`config.mk`:
```
export PLATFORM = sky130hd
export DESIGN_NAME = config_and_host_port_pins
export DESIGN_NICKNAME = d
export VERILOG_FILES = /design/src/design/cfg_pins_pkg.sv /design/src/design/cfg_fifo.sv /design/src/design/config_and_host_port_pins.sv /design/src/design/strobe_sync.sv
export SDC_FILE = /design/constraint.sdc
export NUM_CORES = 1
export LEC_CHECK = 0
export BUFFER_PORTS_ARGS = -buffer_cell sky130_fd_sc_hd__buf_2
export CORE_UTILIZATION = 35
export DETAILED_ROUTE_END_ITERATION = 10
export PLACE_DENSITY = 0.65
export SLEW_MARGIN = 15
export SYNTH_ARGS = -nofsm -noshare
export SYNTH_HDL_FRONTEND = slang
export SYNTH_SLANG_ARGS = --single-unit
```
`constraint.sdc`:
```
create_clock -name clk_sys -period 5.7 [get_ports clk_sys]
set_input_delay 0.57 -clock clk_sys [delete_from_list [all_inputs] [get_ports clk_sys]]
set_output_delay 0.57 -clock clk_sys [all_outputs]
set_load 0.005 [all_outputs]
```
`src/design/cfg_pins_pkg.sv`:
```
/*
 Shared constants, state and mode types, and request carriers for the
 configuration and host port logic.
 Assumes a single 20 MHz system clock.
*/
package cfg_pins_pkg;

    // Clock rate and derived timing
    localparam int CLK_MHZ   = 20;
    localparam int POR_NS    = 2000;                          // Power settle time
    localparam int CLEAR_NS  = 5000;                          // Memory clear time
    localparam int POR_CYC   = (POR_NS * CLK_MHZ + 999) / 1000;
    localparam int CLEAR_CYC = (CLEAR_NS * CLK_MHZ + 999) / 1000;
    localparam int TMR_W     = 8;

    // Widths
    localparam int DATA_W  = 32;
    localparam int BYTE_W  = 8;
    localparam int MADDR_W = 22;
    localparam int HADDR_W = 18;
    localparam int FIFO_DEPTH = 8;

    // Host transfer size codes
    localparam logic [1:0] TSZ_WORD = 2'h0;
    localparam logic [1:0] TSZ_BYTE = 2'h1;
    localparam logic [1:0] TSZ_HALF = 2'h2;

    // Host register store and burst shape
    localparam int HOST_WORDS = 4;
    localparam int WIDX_LSB   = 2;
    localparam logic [1:0] BEAT_LAST = 2'h3;

    // Internal sink pacing, status lane layout
    localparam logic [2:0]  CONSUME_CYC = 3'h4;
    localparam logic [31:0] STAT_OE     = 32'h0000_00f8;
    localparam int          STAT_LSB    = 3;

    typedef enum logic [1:0] {MODE_ASYNC, MODE_MASTER, MODE_HOST} cfg_mode_t;
    typedef enum logic [2:0] {ST_POWER, ST_CLEAR, ST_WAIT, ST_LOAD, ST_DONE} cfg_state_t;
    typedef enum logic [0:0] {HS_IDLE, HS_BEAT} host_state_t;

    // One captured host request
    typedef struct packed {
        logic               rd;
        logic [HADDR_W-1:0] addr;
        logic [1:0]         size;
        logic               burst_n;
    } host_req_t;

endpackage : cfg_pins_pkg

```
`src/design/cfg_fifo.sv`:
```
/*
 Flip-flop FIFO with valid/ready on both sides.
 Assumes DEPTH is a power of two.
*/
module cfg_fifo
#(
    parameter int WIDTH = 8,
    parameter int DEPTH = 8
)
(
    input  wire logic             clk_sys,    // System clock
    input  wire logic             rstn,       // Async reset, active low
    input  wire logic             in_valid,   // Write request
    output logic                  in_ready,   // Not full
    input  wire logic [WIDTH-1:0] in_data,    // Write data
    output logic                  out_valid,  // Not empty
    input  wire logic             out_ready,  // Reader takes word
    output logic      [WIDTH-1:0] out_data    // Head word
);
    localparam int AW = $clog2(DEPTH);

    logic [WIDTH-1:0] mem_ff [DEPTH];
    logic [AW-1:0]    wp_ff;
    logic [AW-1:0]    rp_ff;
    logic [AW:0]      cnt_ff;
    logic             push;
    logic             pop;

    // Handshake decode
    assign in_ready  = cnt_ff != (AW+1)'(DEPTH);
    assign out_valid = cnt_ff != '0;
    assign push      = in_valid & in_ready;
    assign pop       = out_valid & out_ready;
    assign out_data  = mem_ff[rp_ff];

    // Storage
    always_ff @(posedge clk_sys)
    begin
        if (push)
            mem_ff[wp_ff] <= in_data;
    end

    // Pointers and fill count
    always_ff @(posedge clk_sys or negedge rstn)
    begin
        if (!rstn)
        begin
            wp_ff  <= '0;
            rp_ff  <= '0;
            cnt_ff <= '0;
        end
        else
        begin
            wp_ff  <= push ? wp_ff + 1'b1 : wp_ff;
            rp_ff  <= pop ? rp_ff + 1'b1 : rp_ff;
            cnt_ff <= cnt_ff + (AW+1)'(push) - (AW+1)'(pop);
        end
    end

endmodule : cfg_fifo

```
`src/design/config_and_host_port_pins.sv`:
```
/*
 Configuration loader and host bus port behind the configuration pins.
 Assumes all pins except the async strobes are synchronous to clk_sys,
 and that the mode straps are stable when the init line rises.
*/
module config_and_host_port_pins
    import cfg_pins_pkg::*;
#(
    parameter logic [21:0] CFG_BYTES = 22'h00_0100
)
(
    input  wire logic                      clk_sys,              // System clock
    input  wire logic                      rstn,                 // Async reset
    input  wire cfg_pins_pkg::cfg_mode_t   cfg_mode,             // Mode straps
    input  wire logic                      bscan_sel,            // Test port chosen
    input  wire logic                      strb_stat_en,         // Strobe as status
    input  wire logic                      select_low_n,         // Select, low
    input  wire logic                      select_high,          // Select, high
    input  wire logic                      host_transfer_strobe, // Read strobe
    input  wire logic                      host_read_not_write,  // Write strobe
    input  wire logic [17:0]               host_addr,            // Host address
    input  wire logic                      host_burst_n,         // Burst, low
    input  wire logic                      host_burst_continue,  // Next beat
    input  wire logic [1:0]                host_xfer_size,       // Size code
    output logic                           host_xfer_ack_n,      // Beat ack
    input  wire logic [31:0]               d_i,                  // Data in
    output logic      [31:0]               d_o,                  // Data out
    output logic      [31:0]               d_oe,                 // Data enable
    output logic                           ready_o,              // Byte room
    output logic                           rclk_o,               // Memory clock
    output logic      [21:0]               mem_addr_o,           // Memory addr
    output logic                           cfg_busy_high,        // High in config
    output logic                           cfg_busy_low,         // Low in config
    input  wire logic                      init_i,               // Init level
    output logic                           init_o,               // Init out
    output logic                           init_oe,              // Init drive
    output logic                           bscan_off,            // Scan inhibit
    output logic                           rw_user_io,           // Pin freed
    output logic                           strb_o,               // Status level
    output logic                           strb_oe               // Status drive
);
    import cfg_pins_pkg::*;

    localparam logic [21:0] CFG_LAST = CFG_BYTES - 22'h1;

    // Byte lanes of a size code
    function automatic logic [31:0] lane_mask(input logic [1:0] sz);
        case (sz)
            TSZ_BYTE: lane_mask = 32'h0000_00ff;
            TSZ_HALF: lane_mask = 32'h0000_ffff;
            default:  lane_mask = 32'hffff_ffff;
        endcase
    endfunction : lane_mask

    cfg_state_t   st_ff, nxt_st;
    host_state_t  hs_ff;
    cfg_mode_t    mode_ff;
    host_req_t    req_ff;
    logic [TMR_W-1:0]   tmr_ff;
    logic [1:0]         beat_ff;
    logic [2:0]         sink_ff;
    logic [MADDR_W-1:0] bytes_ff, mem_addr_ff;
    logic [DATA_W-1:0]  hmem_ff [HOST_WORDS];
    logic [DATA_W-1:0]  d_o_ff, d_oe_ff, nxt_d_o, nxt_d_oe;
    logic ready_ff, rclk_ff, mp_done_ff, ack_n_ff, busy_h_ff, busy_l_ff;
    logic init_o_ff, init_oe_ff, bscan_off_ff, rw_user_ff, strb_o_ff, strb_oe_ff;

    logic [1:0] lvl_n, fall;
    logic       rd_n_s, wr_n_s, wr_fall;
    logic       selected, async_ld, mp_ld, take, rd_act, wr_act;
    logic       mp_take, rclk_step, f_in_valid, f_in_ready, f_out_valid, f_out_ready;
    logic       pop, load_end, h_start, h_more, h_beat;
    logic [7:0] f_out_data, fifo_in;
    logic [1:0] widx;
    logic [4:0] sh;
    logic [31:0] bmask, rword, wword;

    // Async strobes synchronised before use
    strobe_sync u_sync
    (
        .clk_sys  (clk_sys),
        .rstn     (rstn),
        .strobe_n ({host_read_not_write, host_transfer_strobe}),
        .level_n  (lvl_n),
        .fall     (fall)
    );
    assign rd_n_s  = lvl_n[0];
    assign wr_n_s  = lvl_n[1];
    assign wr_fall = fall[1];

    // Selection and load decode
    assign selected = !select_low_n && select_high;
    assign async_ld = st_ff == ST_LOAD && mode_ff != MODE_MASTER;
    assign mp_ld    = st_ff == ST_LOAD && mode_ff == MODE_MASTER;
    assign take     = async_ld && selected && wr_fall;
    assign wr_act   = async_ld && selected && !wr_n_s;
    assign rd_act   = async_ld && selected && !rd_n_s && !wr_act;

    // Master parallel fetch: address out, clock high, sample, advance
    assign mp_take   = mp_ld && rclk_ff && f_in_ready && !mp_done_ff;
    assign rclk_step = mp_ld && !mp_done_ff && (!rclk_ff || f_in_ready);

    // Both sources feed the byte FIFO
    assign f_in_valid = take || mp_take;
    assign fifo_in    = d_i[BYTE_W-1:0];

    cfg_fifo #(.WIDTH(BYTE_W), .DEPTH(FIFO_DEPTH)) u_fifo
    (
        .clk_sys   (clk_sys),
        .rstn      (rstn),
        .in_valid  (f_in_valid),
        .in_ready  (f_in_ready),
        .in_data   (fifo_in),
        .out_valid (f_out_valid),
        .out_ready (f_out_ready),
        .out_data  (f_out_data)
    );

    // Internal sink eats one byte per pacing period
    assign f_out_ready = st_ff == ST_LOAD && sink_ff == '0;
    assign pop         = f_out_valid && f_out_ready;
    assign load_end    = pop && bytes_ff == CFG_LAST;

    // Configuration sequence
    always_comb
    begin
        nxt_st = st_ff;
        case (st_ff)
            ST_POWER: if (tmr_ff == TMR_W'(POR_CYC - 1)) nxt_st = ST_CLEAR;
            ST_CLEAR: if (tmr_ff == TMR_W'(CLEAR_CYC - 1)) nxt_st = ST_WAIT;
            ST_WAIT:  if (init_i) nxt_st = ST_LOAD;
            ST_LOAD:  if (load_end) nxt_st = ST_DONE;
            ST_DONE:  nxt_st = ST_DONE;
            default:  nxt_st = ST_POWER;
        endcase
    end

    always_ff @(posedge clk_sys or negedge rstn)
    begin
        if (!rstn)
        begin
            st_ff   <= ST_POWER;
            tmr_ff  <= '0;
            mode_ff <= MODE_ASYNC;
        end
        else
        begin
            st_ff   <= nxt_st;
            tmr_ff  <= (nxt_st != st_ff) ? '0 : tmr_ff + 1'b1;
            if (st_ff == ST_WAIT && init_i)
                mode_ff <= cfg_mode;
        end
    end

    // Fetch address, read clock, sink pacing and byte count
    always_ff @(posedge clk_sys or negedge rstn)
    begin
        if (!rstn)
        begin
            mem_addr_ff <= '0;
            rclk_ff     <= 1'b0;
            mp_done_ff  <= 1'b0;
            sink_ff     <= '0;
            bytes_ff    <= '0;
        end
        else
        begin
            if (mp_take)
                mem_addr_ff <= mem_addr_ff + 1'b1;
            if (rclk_step)
                rclk_ff <= !rclk_ff;
            if (mp_take && mem_addr_ff == CFG_LAST)
                mp_done_ff <= 1'b1;
            sink_ff  <= pop ? CONSUME_CYC - 3'h1 : (sink_ff != '0 ? sink_ff - 3'h1 : sink_ff);
            bytes_ff <= pop ? bytes_ff + 1'b1 : bytes_ff;
        end
    end

    // Ready only when nothing is queued or being consumed
    always_ff @(posedge clk_sys or negedge rstn)
    begin
        if (!rstn)
            ready_ff <= 1'b0;
        else
            ready_ff <= async_ld && !take && !f_out_valid && sink_ff == '0 && !load_end;
    end

    // Host bus: one beat per cycle, burst while continue holds
    assign h_start = hs_ff == HS_IDLE && st_ff == ST_DONE && mode_ff == MODE_HOST
                     && selected && !host_transfer_strobe;
    assign h_beat  = hs_ff == HS_BEAT;
    assign h_more  = !req_ff.burst_n && host_burst_continue && beat_ff != BEAT_LAST;
    assign widx    = req_ff.addr[WIDX_LSB +: 2] + beat_ff;
    assign sh      = {req_ff.addr[1:0], 3'h0};
    assign bmask   = lane_mask(req_ff.size) << sh;
    assign rword   = (hmem_ff[widx] >> sh) & lane_mask(req_ff.size);
    assign wword   = (hmem_ff[widx] & ~bmask) | ((d_i << sh) & bmask);

    always_ff @(posedge clk_sys or negedge rstn)
    begin
        if (!rstn)
        begin
            hs_ff    <= HS_IDLE;
            req_ff   <= '0;
            beat_ff  <= '0;
            ack_n_ff <= 1'b1;
        end
        else
        begin
            if (h_start)
                req_ff <= '{rd: host_read_not_write, addr: host_addr,
                            size: host_xfer_size, burst_n: host_burst_n};
            hs_ff    <= h_start ? HS_BEAT : (h_beat && !h_more ? HS_IDLE : hs_ff);
            beat_ff  <= h_start ? '0 : (h_beat ? beat_ff + 1'b1 : beat_ff);
            ack_n_ff <= !h_beat;
        end
    end

    // Host write store
    genvar w;
    generate
        for (w = 0; w < HOST_WORDS; w++)
        begin : g_word
            always_ff @(posedge clk_sys or negedge rstn)
            begin
                if (!rstn)
                    hmem_ff[w] <= '0;
                else if (h_beat && !req_ff.rd && widx == 2'(w))
                    hmem_ff[w] <= wword;
            end
        end
    endgenerate

    // Data pin drive: host read lanes, else status on bits 7:3 of the low byte lane
    always_comb
    begin
        nxt_d_o  = '0;
        nxt_d_oe = '0;
        if (h_beat && req_ff.rd)
        begin
            nxt_d_o  = rword;
            nxt_d_oe = lane_mask(req_ff.size);
        end
        else if (rd_act)
        begin
            nxt_d_o[7:STAT_LSB] = {ready_ff, !f_in_ready, !f_out_valid, init_i, 1'b0};
            nxt_d_oe            = STAT_OE;
        end
    end

    // Pin-level status outputs
    always_ff @(posedge clk_sys or negedge rstn)
    begin
        if (!rstn)
        begin
            d_o_ff       <= '0;
            d_oe_ff      <= '0;
            busy_h_ff    <= 1'b1;
            busy_l_ff    <= 1'b0;
            init_o_ff    <= 1'b0;
            init_oe_ff   <= 1'b1;
            bscan_off_ff <= 1'b0;
            rw_user_ff   <= 1'b0;
            strb_o_ff    <= 1'b0;
            strb_oe_ff   <= 1'b0;
        end
        else
        begin
            d_o_ff       <= nxt_d_o;
            d_oe_ff      <= nxt_d_oe;
            busy_h_ff    <= nxt_st != ST_DONE;
            busy_l_ff    <= nxt_st == ST_DONE;
            init_o_ff    <= 1'b0;
            init_oe_ff   <= nxt_st == ST_POWER || nxt_st == ST_CLEAR;
            bscan_off_ff <= st_ff == ST_DONE && !bscan_sel;
            rw_user_ff   <= st_ff == ST_DONE && mode_ff != MODE_HOST;
            strb_o_ff    <= !h_start && !(h_beat && h_more);
            strb_oe_ff   <= strb_stat_en && st_ff == ST_DONE && mode_ff == MODE_HOST;
        end
    end

    assign host_xfer_ack_n = ack_n_ff;
    assign d_o             = d_o_ff;
    assign d_oe            = d_oe_ff;
    assign ready_o         = ready_ff;
    assign rclk_o          = rclk_ff;
    assign mem_addr_o      = mem_addr_ff;
    assign cfg_busy_high   = busy_h_ff;
    assign cfg_busy_low    = busy_l_ff;
    assign init_o          = init_o_ff;
    assign init_oe         = init_oe_ff;
    assign bscan_off       = bscan_off_ff;
    assign rw_user_io      = rw_user_ff;
    assign strb_o          = strb_o_ff;
    assign strb_oe         = strb_oe_ff;
endmodule : config_and_host_port_pins

```
`src/design/strobe_sync.sv`:
```
/*
 Two-flop synchroniser with falling-edge pulse for active-low strobes.
 Assumes strobes are asynchronous to clk_sys.
*/
module strobe_sync
(
    input  wire logic       clk_sys,   // System clock
    input  wire logic       rstn,      // Async reset, active low
    input  wire logic [1:0] strobe_n,  // Raw strobes
    output logic      [1:0] level_n,   // Synchronised level
    output logic      [1:0] fall       // One-cycle falling pulse
);
    logic [1:0] meta_ff;
    logic [1:0] sync_ff;
    logic [1:0] last_ff;

    // Each strobe bit synchronised alone
    genvar g;
    generate
        for (g = 0; g < 2; g++)
        begin : g_bit
            always_ff @(posedge clk_sys or negedge rstn)
            begin
                if (!rstn)
                begin
                    meta_ff[g] <= 1'b1;
                    sync_ff[g] <= 1'b1;
                    last_ff[g] <= 1'b1;
                end
                else
                begin
                    meta_ff[g] <= strobe_n[g];
                    sync_ff[g] <= meta_ff[g];
                    last_ff[g] <= sync_ff[g];
                end
            end
            assign fall[g] = last_ff[g] & ~sync_ff[g];
        end
    endgenerate

    assign level_n = sync_ff;

endmodule : strobe_sync

```
; ---- Word level (Yosys, flattened, before mapping)
; Cells that the tools add are included.
[totals]
reg_bits = 283
output_inout_bits = 97
elab_cells = 174
[op_classes]
n_addsub = 8
order_cmp = 1
eq_ne = 23
shifts = 3
muxes = 22
n_bitwise = 11
reduce_logical = 71
[op_table]
columns = op, count
row1 = AND 32 bit, 3
row2 = two-way mux 32 bit, 3
row3 = binary-select mux 32 bit (select 2 bit), 1
row4 = one-hot mux 32 bit (2 select lines), 1
row5 = << shifter 32 x 5 -> 32 bit, 2
row6 = adder 22 x 1 -> 22 bit (second input constant), 2
row7 = equality test 22 x 8 -> 1 bit (second input constant), 2
row8 = logical AND 1 bit, 41
row9 = NOT 32 bit, 1
row10 = OR 32 bit, 1
row11 = >> shifter 32 x 5 -> 32 bit, 1
row12 = two-way mux 24 bit, 1
row13 = two-way mux 3 bit, 7
row14 = zero test 1 bit, 18
row15 = two-way mux 8 bit, 2
row16 = one-hot mux 3 bit (5 select lines), 1
row17 = two-way mux 5 bit, 2
row18 = zero test 3 bit, 3
row19 = adder 8 x 1 -> 8 bit (second input constant), 1
row20 = equality test 2 bit (second input constant), 4
row21 = equality test 8 x 6 -> 1 bit (second input constant), 1
row22 = equality test 8 x 7 -> 1 bit (second input constant), 1
row23 = equality test 2 x 1 -> 1 bit (second input constant), 3
row24 = equality test 3 x 1 -> 1 bit (second input constant), 2
row25 = 23 further kinds, 35

; ---- Longest topological paths before layout
; Gate-level depths: netlist (run 1).
[logic_depth]
depth_word = 9
mapped_depth = 12
ltp_nobuf = 11

; ---- Cells and area by module
; From an unflattened synthesis (run 1), not the netlist that was laid out.
[hier_totals]
cells_unflattened = 1226
area_unflattened_um2 = 15215.8
[by_module_without_submodules]
columns = module, n_inst, cells_per_inst, area_each_um2, seq_area_each_um2
row1 = config_and_host_port_pins, 1, 1070, 11974.0, 6159.7
row2 = cfg_fifo, 1, 148, 3056.7, 2172.1
row3 = strobe_sync, 1, 8, 185.2, 157.7

; ---- Worst setup path after synthesis (run 1)
; OpenSTA, ideal clock, no wires.
[synth_timing]
path_kind = reg2reg
from = reg st_ff[2]
to = reg u_fifo.cnt_ff[2]
setup_ns = 0.123
arrival_ns = 2.364
required_time_ns = 5.577
path_slack_ns = 3.214
stages_incl_launch_ff = 12
cell_sequence = dfrtp_1 buf_2 nand3b_2 or3_1 buf_2 clkinv_1 ha_1 inv_1 ha_1 inv_1 fa_1 xnor2_1
[synth_via]
elab_chain_len = 9
elab_cells_between_ends = 14
[synth_lines]
columns = element, line
row1 = "start, declared", config_and_host_port_pins.sv:55  ; cfg_state_t st_ff, nxt_st;
row2 = "start signal, assigned", config_and_host_port_pins.sv:148  ; st_ff <= nxt_st;
row3 = equality test 3 x 2 -> 1 bit (*), "config_and_host_port_pins.sv:93, config_and_host_port_pins.sv:94, config_and_host_port_pins.sv:120"
row4 = logical AND 1 bit, config_and_host_port_pins.sv:94  ; assign mp_ld = st_ff == ST_LOAD && mode_ff == MODE_MASTER;
row5 = logical AND 1 bit (3 in a row), config_and_host_port_pins.sv:100  ; assign mp_take = mp_ld && rclk_ff && f_in_ready && !mp_done_ff;
row6 = logical OR 1 bit, config_and_host_port_pins.sv:104  ; assign f_in_valid = take || mp_take;
row7 = AND 1 bit, cfg_fifo.sv:32  ; assign push = in_valid & in_ready;
row8 = adder 4 x 1 -> 4 bit, cfg_fifo.sv:56  ; cnt_ff <= cnt_ff + (AW+1)'(push) - (AW+1)'(pop);
row9 = subtractor 4 x 1 -> 4 bit (*), cfg_fifo.sv:56
row10 = "end signal, assigned", cfg_fifo.sv:56
row11 = "end, declared", cfg_fifo.sv:25  ; logic [AW:0] cnt_ff;
; Mark *: on every way between the ends. The rest lies on a longest branch, timed or not.
; A chain may end at the register's enable or synchronous reset.

; ---- Worst setup path in the final report (run 1)
[layout_timing]
from = reg req_ff[3] (netlist bit)
to = reg hmem_ff[120] (netlist bit)
[layout_via]
elab_chain_len = 4
elab_cells_between_ends = 6
[layout_lines]
columns = element, line
row1 = "start, declared", config_and_host_port_pins.sv:58  ; host_req_t req_ff;
row2 = "start signal, assigned", config_and_host_port_pins.sv:211  ; req_ff <= '{rd: host_read_not_write, addr: host_addr,
row3 = << shifter 32 x 5 -> 32 bit, config_and_host_port_pins.sv:195  ; assign bmask = lane_mask(req_ff.size) << sh;
row4 = NOT 32 bit, config_and_host_port_pins.sv:197  ; assign wword = (hmem_ff[widx] & ~bmask) | ((d_i << sh) & bmask);
row5 = AND 32 bit, config_and_host_port_pins.sv:197
row6 = OR 32 bit (*), config_and_host_port_pins.sv:197
row7 = "end signal, assigned by index", config_and_host_port_pins.sv:229  ; hmem_ff[w] <= wword;
row8 = "end, declared", config_and_host_port_pins.sv:63  ; logic [DATA_W-1:0] hmem_ff [HOST_WORDS];
; Marks and branches as above.

==> results_dict.tcl, run 1 <==
set metrics [dict create \
    outcome "complete, no violations" \
    clockBufferDepth 3 \
    postRouteAntennaNets 0 \
    slew_violations 0 \
    ys_seq_area_share_pct 52.6 \
    die_h_um 188 \
    rsz0062_at_grt "false" \
    critPathKind "register to register" \
    ys.flop_type "dfrtp_1" \
    synth_enable_flop_cells 0 \
    min_path_type "input pin to register" \
    via_count 8696 \
    max_stage_delay_ps 980 \
    fin_crit_ps 3050 \
    nets 1286 \
    syn_avg_cell_area_um2 11.1 \
    io_pins 162 \
    grt_pass1_wl_um 48300 \
    fin_crit_sh_pct 53.6 \
    firstDrtPassIters 5 \
    cts_setup_buffers 0 \
    n_antenna_cell 0 \
    hold_ws_ps 149 \
    syn-cell-area_um2 12100 \
    max_slew_margin_pct 24.9 \
    ys_types 58 \
    drv_cap 0 \
    start_util_pct 35.9 \
    ys_warn_count 0 \
    required_ps 6090 \
    grt_antenna_before_repair 0 \
    cts.clk_slew.worst_paths_ps 60 \
    ys_ff_latch 255 \
    drt-wirelength-per-cell_um 18.1 \
    htree_levels 1 \
    finalHoldViolCount 0 \
    drt-total-wl_um 30300 \
    worst_slew_pin_slew_ps 1120 \
    core_um2 33900 \
    fin_util_pct 41.8 \
    clock_sinks 255 \
    vdd_ir_drop_max_mv 0.193 \
    routabilityCongestion 0.819 \
    max_freq_mhz 328 \
    async_reset_ff_share_pct 100 \
    numCtsBuffers 28 \
    skew_ps 8.55 \
    tns_ps 0 \
    die_area_um2 35400 \
    dp_hpwl_um 21500 \
    syn-instance-count 1096 \
    cp_max_fo 29 \
    viasPerCell 5.20 \
    setup_viol 0 \
    grt_overflow 0 \
    crit_arrival_ps 3450 \
    grtUsageTotal_pct 17.3 \
    leakagePower_nw 7.03 \
    portBuffers 146 \
    drt_iter0_markers 754 \
    rows 67 \
    p_per_area_nw_per_um2 289 \
    crit_path_cell_trace "buf_4 -> nand2b_1 -> o21bai_1 -> mux2i_1 -> o21ai_0" \
    crit_path_end_kind "register" \
    dieWidth_um 188 \
    cts-root-buf "clkbuf_16" \
    grt_max_degree 144 \
    cts_tree "yes" \
    drive_above_1_share_pct 23.1 \
    synth_fp_nets 1176 \
    insertion_delay_ps 530 \
    startpoint_type "register" \
    slowest_stage "o21bai_1" \
    syn2layout_area_growth_pct 16.4 \
    grt_pass1_vias 8558 \
    drc_errors 0 \
]
==> repair_timing <==
action                    in CTS  in global routing
resized for setup              0                  0
hold endpoints to repair       0                 50
hold buffers                   0                  1
==> critical path: cells and delay by family, from the launching register on <==
family	cells	cell delay, ps
AND/OR/NAND/NOR	1	390
multiplexers	1	430
AO/OA/AOI/OAI	2	1140
buffers and inverters	1	340
flip-flops	1	600
==> per-stage QoR <==
| step | cells | worst slack (ps) | total power [mW] | cell area [um^2] |
|---|---|---|---|---|
| after CTS | 1671 | 2690 | 4.13 | 14100 |
| after global routing | 1673 | 2460 | 4.24 | 14100 |
| final | 1673 | 2650 | 4.09 | 14100 |
| after global placement | 1622 | 2750 | 2.18 | 13100 |
| after detailed placement | 1622 | 2720 | 2.19 | 13100 |
| after floorplan | 1096 | 3210 | 2.06 | 12100 |
==> metal layers <==
layer / track usage [%] / wire length (um) / vias to the layer above
met4: 4.78 / 766 / 0
met5: 0 / 0 / -
met3: 2.79 / 2050 / 43
li1: - / - / 4069
met2: 26.9 / 13900 / 275
met1: 24.8 / 13600 / 4309
==> cells in the mapped netlist (all sizes together) (3+ instances only) <==
library cell | instances | share of area, %
nor2 | 31 | 0.96
and3b | 5 | 0.36
o221ai | 8 | 0.58
inv | 26 | 0.80
dfstp | 8 | 1.7
and3 | 10 | 0.52
nand3 | 27 | 1.1
o22ai | 5 | 0.31
a21oi | 8 | 0.33
xor2 | 32 | 2.3
nor3 | 27 | 1.1
xnor2 | 19 | 1.4
mux4 | 14 | 2.6
mux2i | 109 | 9.0
nor4 | 20 | 1.2
o21ai | 115 | 4.7
buf | 52 | 2.8
or2 | 3 | 0.15
nand4 | 15 | 0.77
a22oi | 13 | 0.80
dfrtp | 247 | 51
nor3b | 8 | 0.49
clkbuf | 31 | 0.96
ha | 14 | 1.4
mux2 | 42 | 3.9
and4 | 5 | 0.36
o2bb2ai | 8 | 0.58
nor2b | 7 | 0.36
nand2b | 14 | 0.72
nand2 | 140 | 4.3
and2 | 3 | 0.15
==> layout by cell type, fill, tap and decap left out, types with 10 or more instances in the layout <==
| cell type | instances |
|---|---|
| a22oi_1 | 13 |
| and3_1 | 10 |
| buf_2 | 145 |
| buf_4 | 15 |
| clkbuf_16 | 29 |
| dfrtp_1 | 246 |
| ha_1 | 13 |
| inv_1 | 26 |
| mux2_2 | 42 |
| mux2i_1 | 109 |
| mux4_2 | 14 |
| nand2_1 | 140 |
| nand2b_1 | 14 |
| nand3_1 | 27 |
| nand4_1 | 15 |
| nor2_1 | 31 |
| nor3_1 | 27 |
| nor4_1 | 17 |
| o21ai_0 | 115 |
| xnor2_1 | 19 |
| xor2_1 | 32 |
==> final timing paths <==
check                                     from           endpoint  cells after the start  slack, ps
min reg2reg                  u_sync.meta_ff[0]  u_sync.level_n[0]                      0        360
min in group asynchronous                 rstn          tmr_ff[6]                      2        540
max in group asynchronous                 rstn        hmem_ff[44]                      4       3680
max                                  req_ff[3]       hmem_ff[120]                      5       2650
min                        host_read_not_write  u_sync.meta_ff[1]                      1        150
max reg2reg                          req_ff[3]       hmem_ff[120]                      5       2650
==> report_power, final <==
part           switching, mW  total (mW)  leakage, nW  internal [mW]
clock network          0.721        1.93        0.479           1.21
logic                  0.182       0.295         3.62          0.113
registers             0.0186        1.86         2.93           1.84
total                  0.922        4.09         7.03           3.16
==> sequential cells by signal (all words and copies together), names as in the netlist, 2 cells and up <==
signal and flops:
st_ff 3, mem_addr_o 22, hmem_ff 128, tmr_ff 8, bytes_ff 22, beat_ff 2, sink_ff 3, u_fifo.cnt_ff 4
u_sync.meta_ff 2, d_oe 4, u_sync.level_n 2, mode_ff 2, d_o 32, req_ff 8
==> logic make-up (layout without fill, tap and decap cells) <==
logic type / count (synthesis) / after routing / synth area share (%)
simple gates: 329 / 329 / 13.7
flops: 255 / 255 / 52.6
compound gates: 167 / 167 / 7.95
mux: 165 / 165 / 15.5
buf+inv: 111 / 240 / 4.57
xor+xnor: 53 / 53 / 4.06
fa+ha+maj: 15 / 15 / 1.61
other cells: 1 / 1 / 0.0309
==> final cells by class <==
| cell class | count | area (um^2) |
|---|---|---|
| clock inverter | 14 | 225 |
| multi-input combinational | 730 | 5210 |
| timing repair buffer | 163 | 891 |
| clock buffer | 35 | 758 |
| inverter | 28 | 105 |
| fill | 3278 | 19700 |
| tap | 448 | 561 |
| sequential | 255 | 6390 |
No activity file was read; power rests on OpenSTA's default activity.
==> run 2, diff against run 1 <==
PLACE_DENSITY = 0.67   (was 0.65)
clock period = 2.7 ns   (was 5.7 ns; I/O delays follow)
==> results_dict.tcl, run 2 (synthesis gave the netlist of run 1 again) <==
set metrics [dict create \
    outcome "complete, no violations" \
    p_per_area_nw_per_um2 580 \
    drc_errors 0 \
    cts_setup_buffers 0 \
    multiInputGateArea_um2 5210 \
    vdd_ir_drop_max_mv 0.549 \
    r2r_slack_ps 300 \
    routed.top_layer "met4" \
    r2r_end "u_fifo.cnt_ff[2]" \
    largest_reg_flops 128 \
    min-delay-start "host_addr[0]" \
    numCtsBuffers 29 \
    nets 1324 \
    cts-root-buf "clkbuf_16" \
    cp_max_fo 6 \
    start_util_pct 35.9 \
    dieWidth_um 188 \
    drv_cap 0 \
    postRouteAntennaNets 0 \
    drt-wirelength-per-cell_um 17.9 \
    syn2layout_area_growth_pct 18.9 \
    max_stage_delay_ps 400 \
    regMostFlops "hmem_ff" \
    cts.clk_slew.worst_paths_ps 60 \
    placedCellCount 1649 \
    portBuffers 146 \
    leakagePower_nw 7.19 \
    clockBufferDepth 3 \
    cts_tree "yes" \
    required_ps 3120 \
    tns_ps 0 \
    grtUsageTotal_pct 17.6 \
    htree_levels 1 \
    grt_pass1_vias 8848 \
    min_path_type "input pin to register" \
    via_count 8927 \
    viasPerCell 5.20 \
    reg2reg_from "sink_ff[0]" \
    fin_crit_ps 2400 \
    drt-total-wl_um 30700 \
    insertion_delay_ps 540 \
    grt_pass1_wl_um 49400 \
    max_slew_margin_pct 54.5 \
    drive_above_1_share_pct 24.3 \
    fin_cells 1716 \
    routabilityCongestion 0.862 \
    dp_hpwl_um 22200 \
    grt_max_degree 77 \
    die_area_um2 35400 \
    startpoint_type "register" \
    worst_slew_pin_slew_ps 681 \
    grt_overflow 0 \
    grt_antenna_before_repair 2 \
    clock_sinks 255 \
    wl_met1_um 14200 \
    final_cell_mix "dfrtp_1, buf_2, nand2_1, o21ai_0, mux2i_1" \
    hold_path_end "req_ff[3]" \
    core_um2 33900 \
    crit_path_cell_trace "inv_1 -> ha_1 -> nand2b_1 -> or3_1 -> clkinv_1 -> ha_1 -> inv_1 -> ha_1 -> inv_1 -> fa_1 -> xnor2_1" \
    finalHoldViolCount 0 \
    crit_path_end_kind "register" \
    slowest_stage "or3_1" \
    max_freq_mhz 417 \
    wl_met3_um 1780 \
    hold_depth 2 \
    wl_met2_um 14000 \
    rsz0062_at_grt "false" \
    slew_violations 0 \
    crit_arrival_ps 2820 \
    skew_ps 13.3 \
    firstDrtPassIters 5 \
    drt_iter0_markers 602 \
    fillers 3260 \
    final_common_cell "dfrtp_1" \
    critPathKind "register to register" \
    fin_crit_sh_pct 88.9 \
    rows 67 \
    regArea_um2 6390 \
    setup_viol 0 \
    io_pins 162 \
    reg2reg_depth 11 \
    die_h_um 188 \
]
[run 2: area by class of cell]
cell class                      count  share of cell area [%]
Clock inverter                      8                   0.528
Antenna cell                        2                  0.0346
Tap cell                          448                    3.88
Sequential cell                   255                    44.3
Timing Repair Buffer              200                    8.66
Inverter                           28                   0.728
Multi-Input combinational cell    730                    36.1
Clock buffer                       45                    5.86
[run 2: critical path, delay by kind of cell, from the launching register on]
kind	cells	cell delay [ps]
adders and majority gates	4	940
DFF	1	390
buffers and inverters	4	270
and+or+nand+nor	2	540
xor gates and xnor gates	1	130
[run 2: stage by stage]
| step | cell area [um^2] | hold slack (ps) | worst slack [ps] | utilization, % | total power [mW] |
|---|---|---|---|---|---|
| floorplan | 12100 | -25.6 | 214 | - | 4.36 |
| global placement | 13400 | 292 | 338 | 39.6 | 4.63 |
| detailed placement | 13400 | 289 | 329 | 39.6 | 4.65 |
| CTS | 14400 | 14.0 | 303 | 42.6 | 8.46 |
| global route | 14400 | 23.2 | 128 | 42.6 | 8.69 |
| finish | 14400 | 30.2 | 301 | 42.6 | 8.38 |
[run 2: report_power, final]
part / internal [mW] / switching, mW
clock network: 2.24 / 1.54
registers: 3.89 / 0.0365
logic: 0.272 / 0.395
[run 2: worst max-delay path by stage]
stage / start / endpoint
detailed placement: sink_ff[0] / u_fifo.cnt_ff[2]
CTS: sink_ff[0] / u_fifo.cnt_ff[2]
finish: sink_ff[0] / u_fifo.cnt_ff[2]
floorplan: st_ff[2] / u_fifo.cnt_ff[2]
global placement: sink_ff[0] / u_fifo.cnt_ff[2]
global route: u_fifo.cnt_ff[2] / u_fifo.cnt_ff[2]
[run 2: what timing repair did]
item                                   4_1_cts  5_1_grt
endpoints found under the hold margin       84        0
hold buffers                                12        0
gates resized for setup                      0        0
setup endpoints to repair                    0        0
[run 2: metal layers]
metal / vias to the layer above / GRT usage (%)
li1: 4144 / -
met2: 281 / 27.6
met3: 38 / 2.70
met1: 4464 / 25.2
met4: 0 / 4.75
met5: - / 0
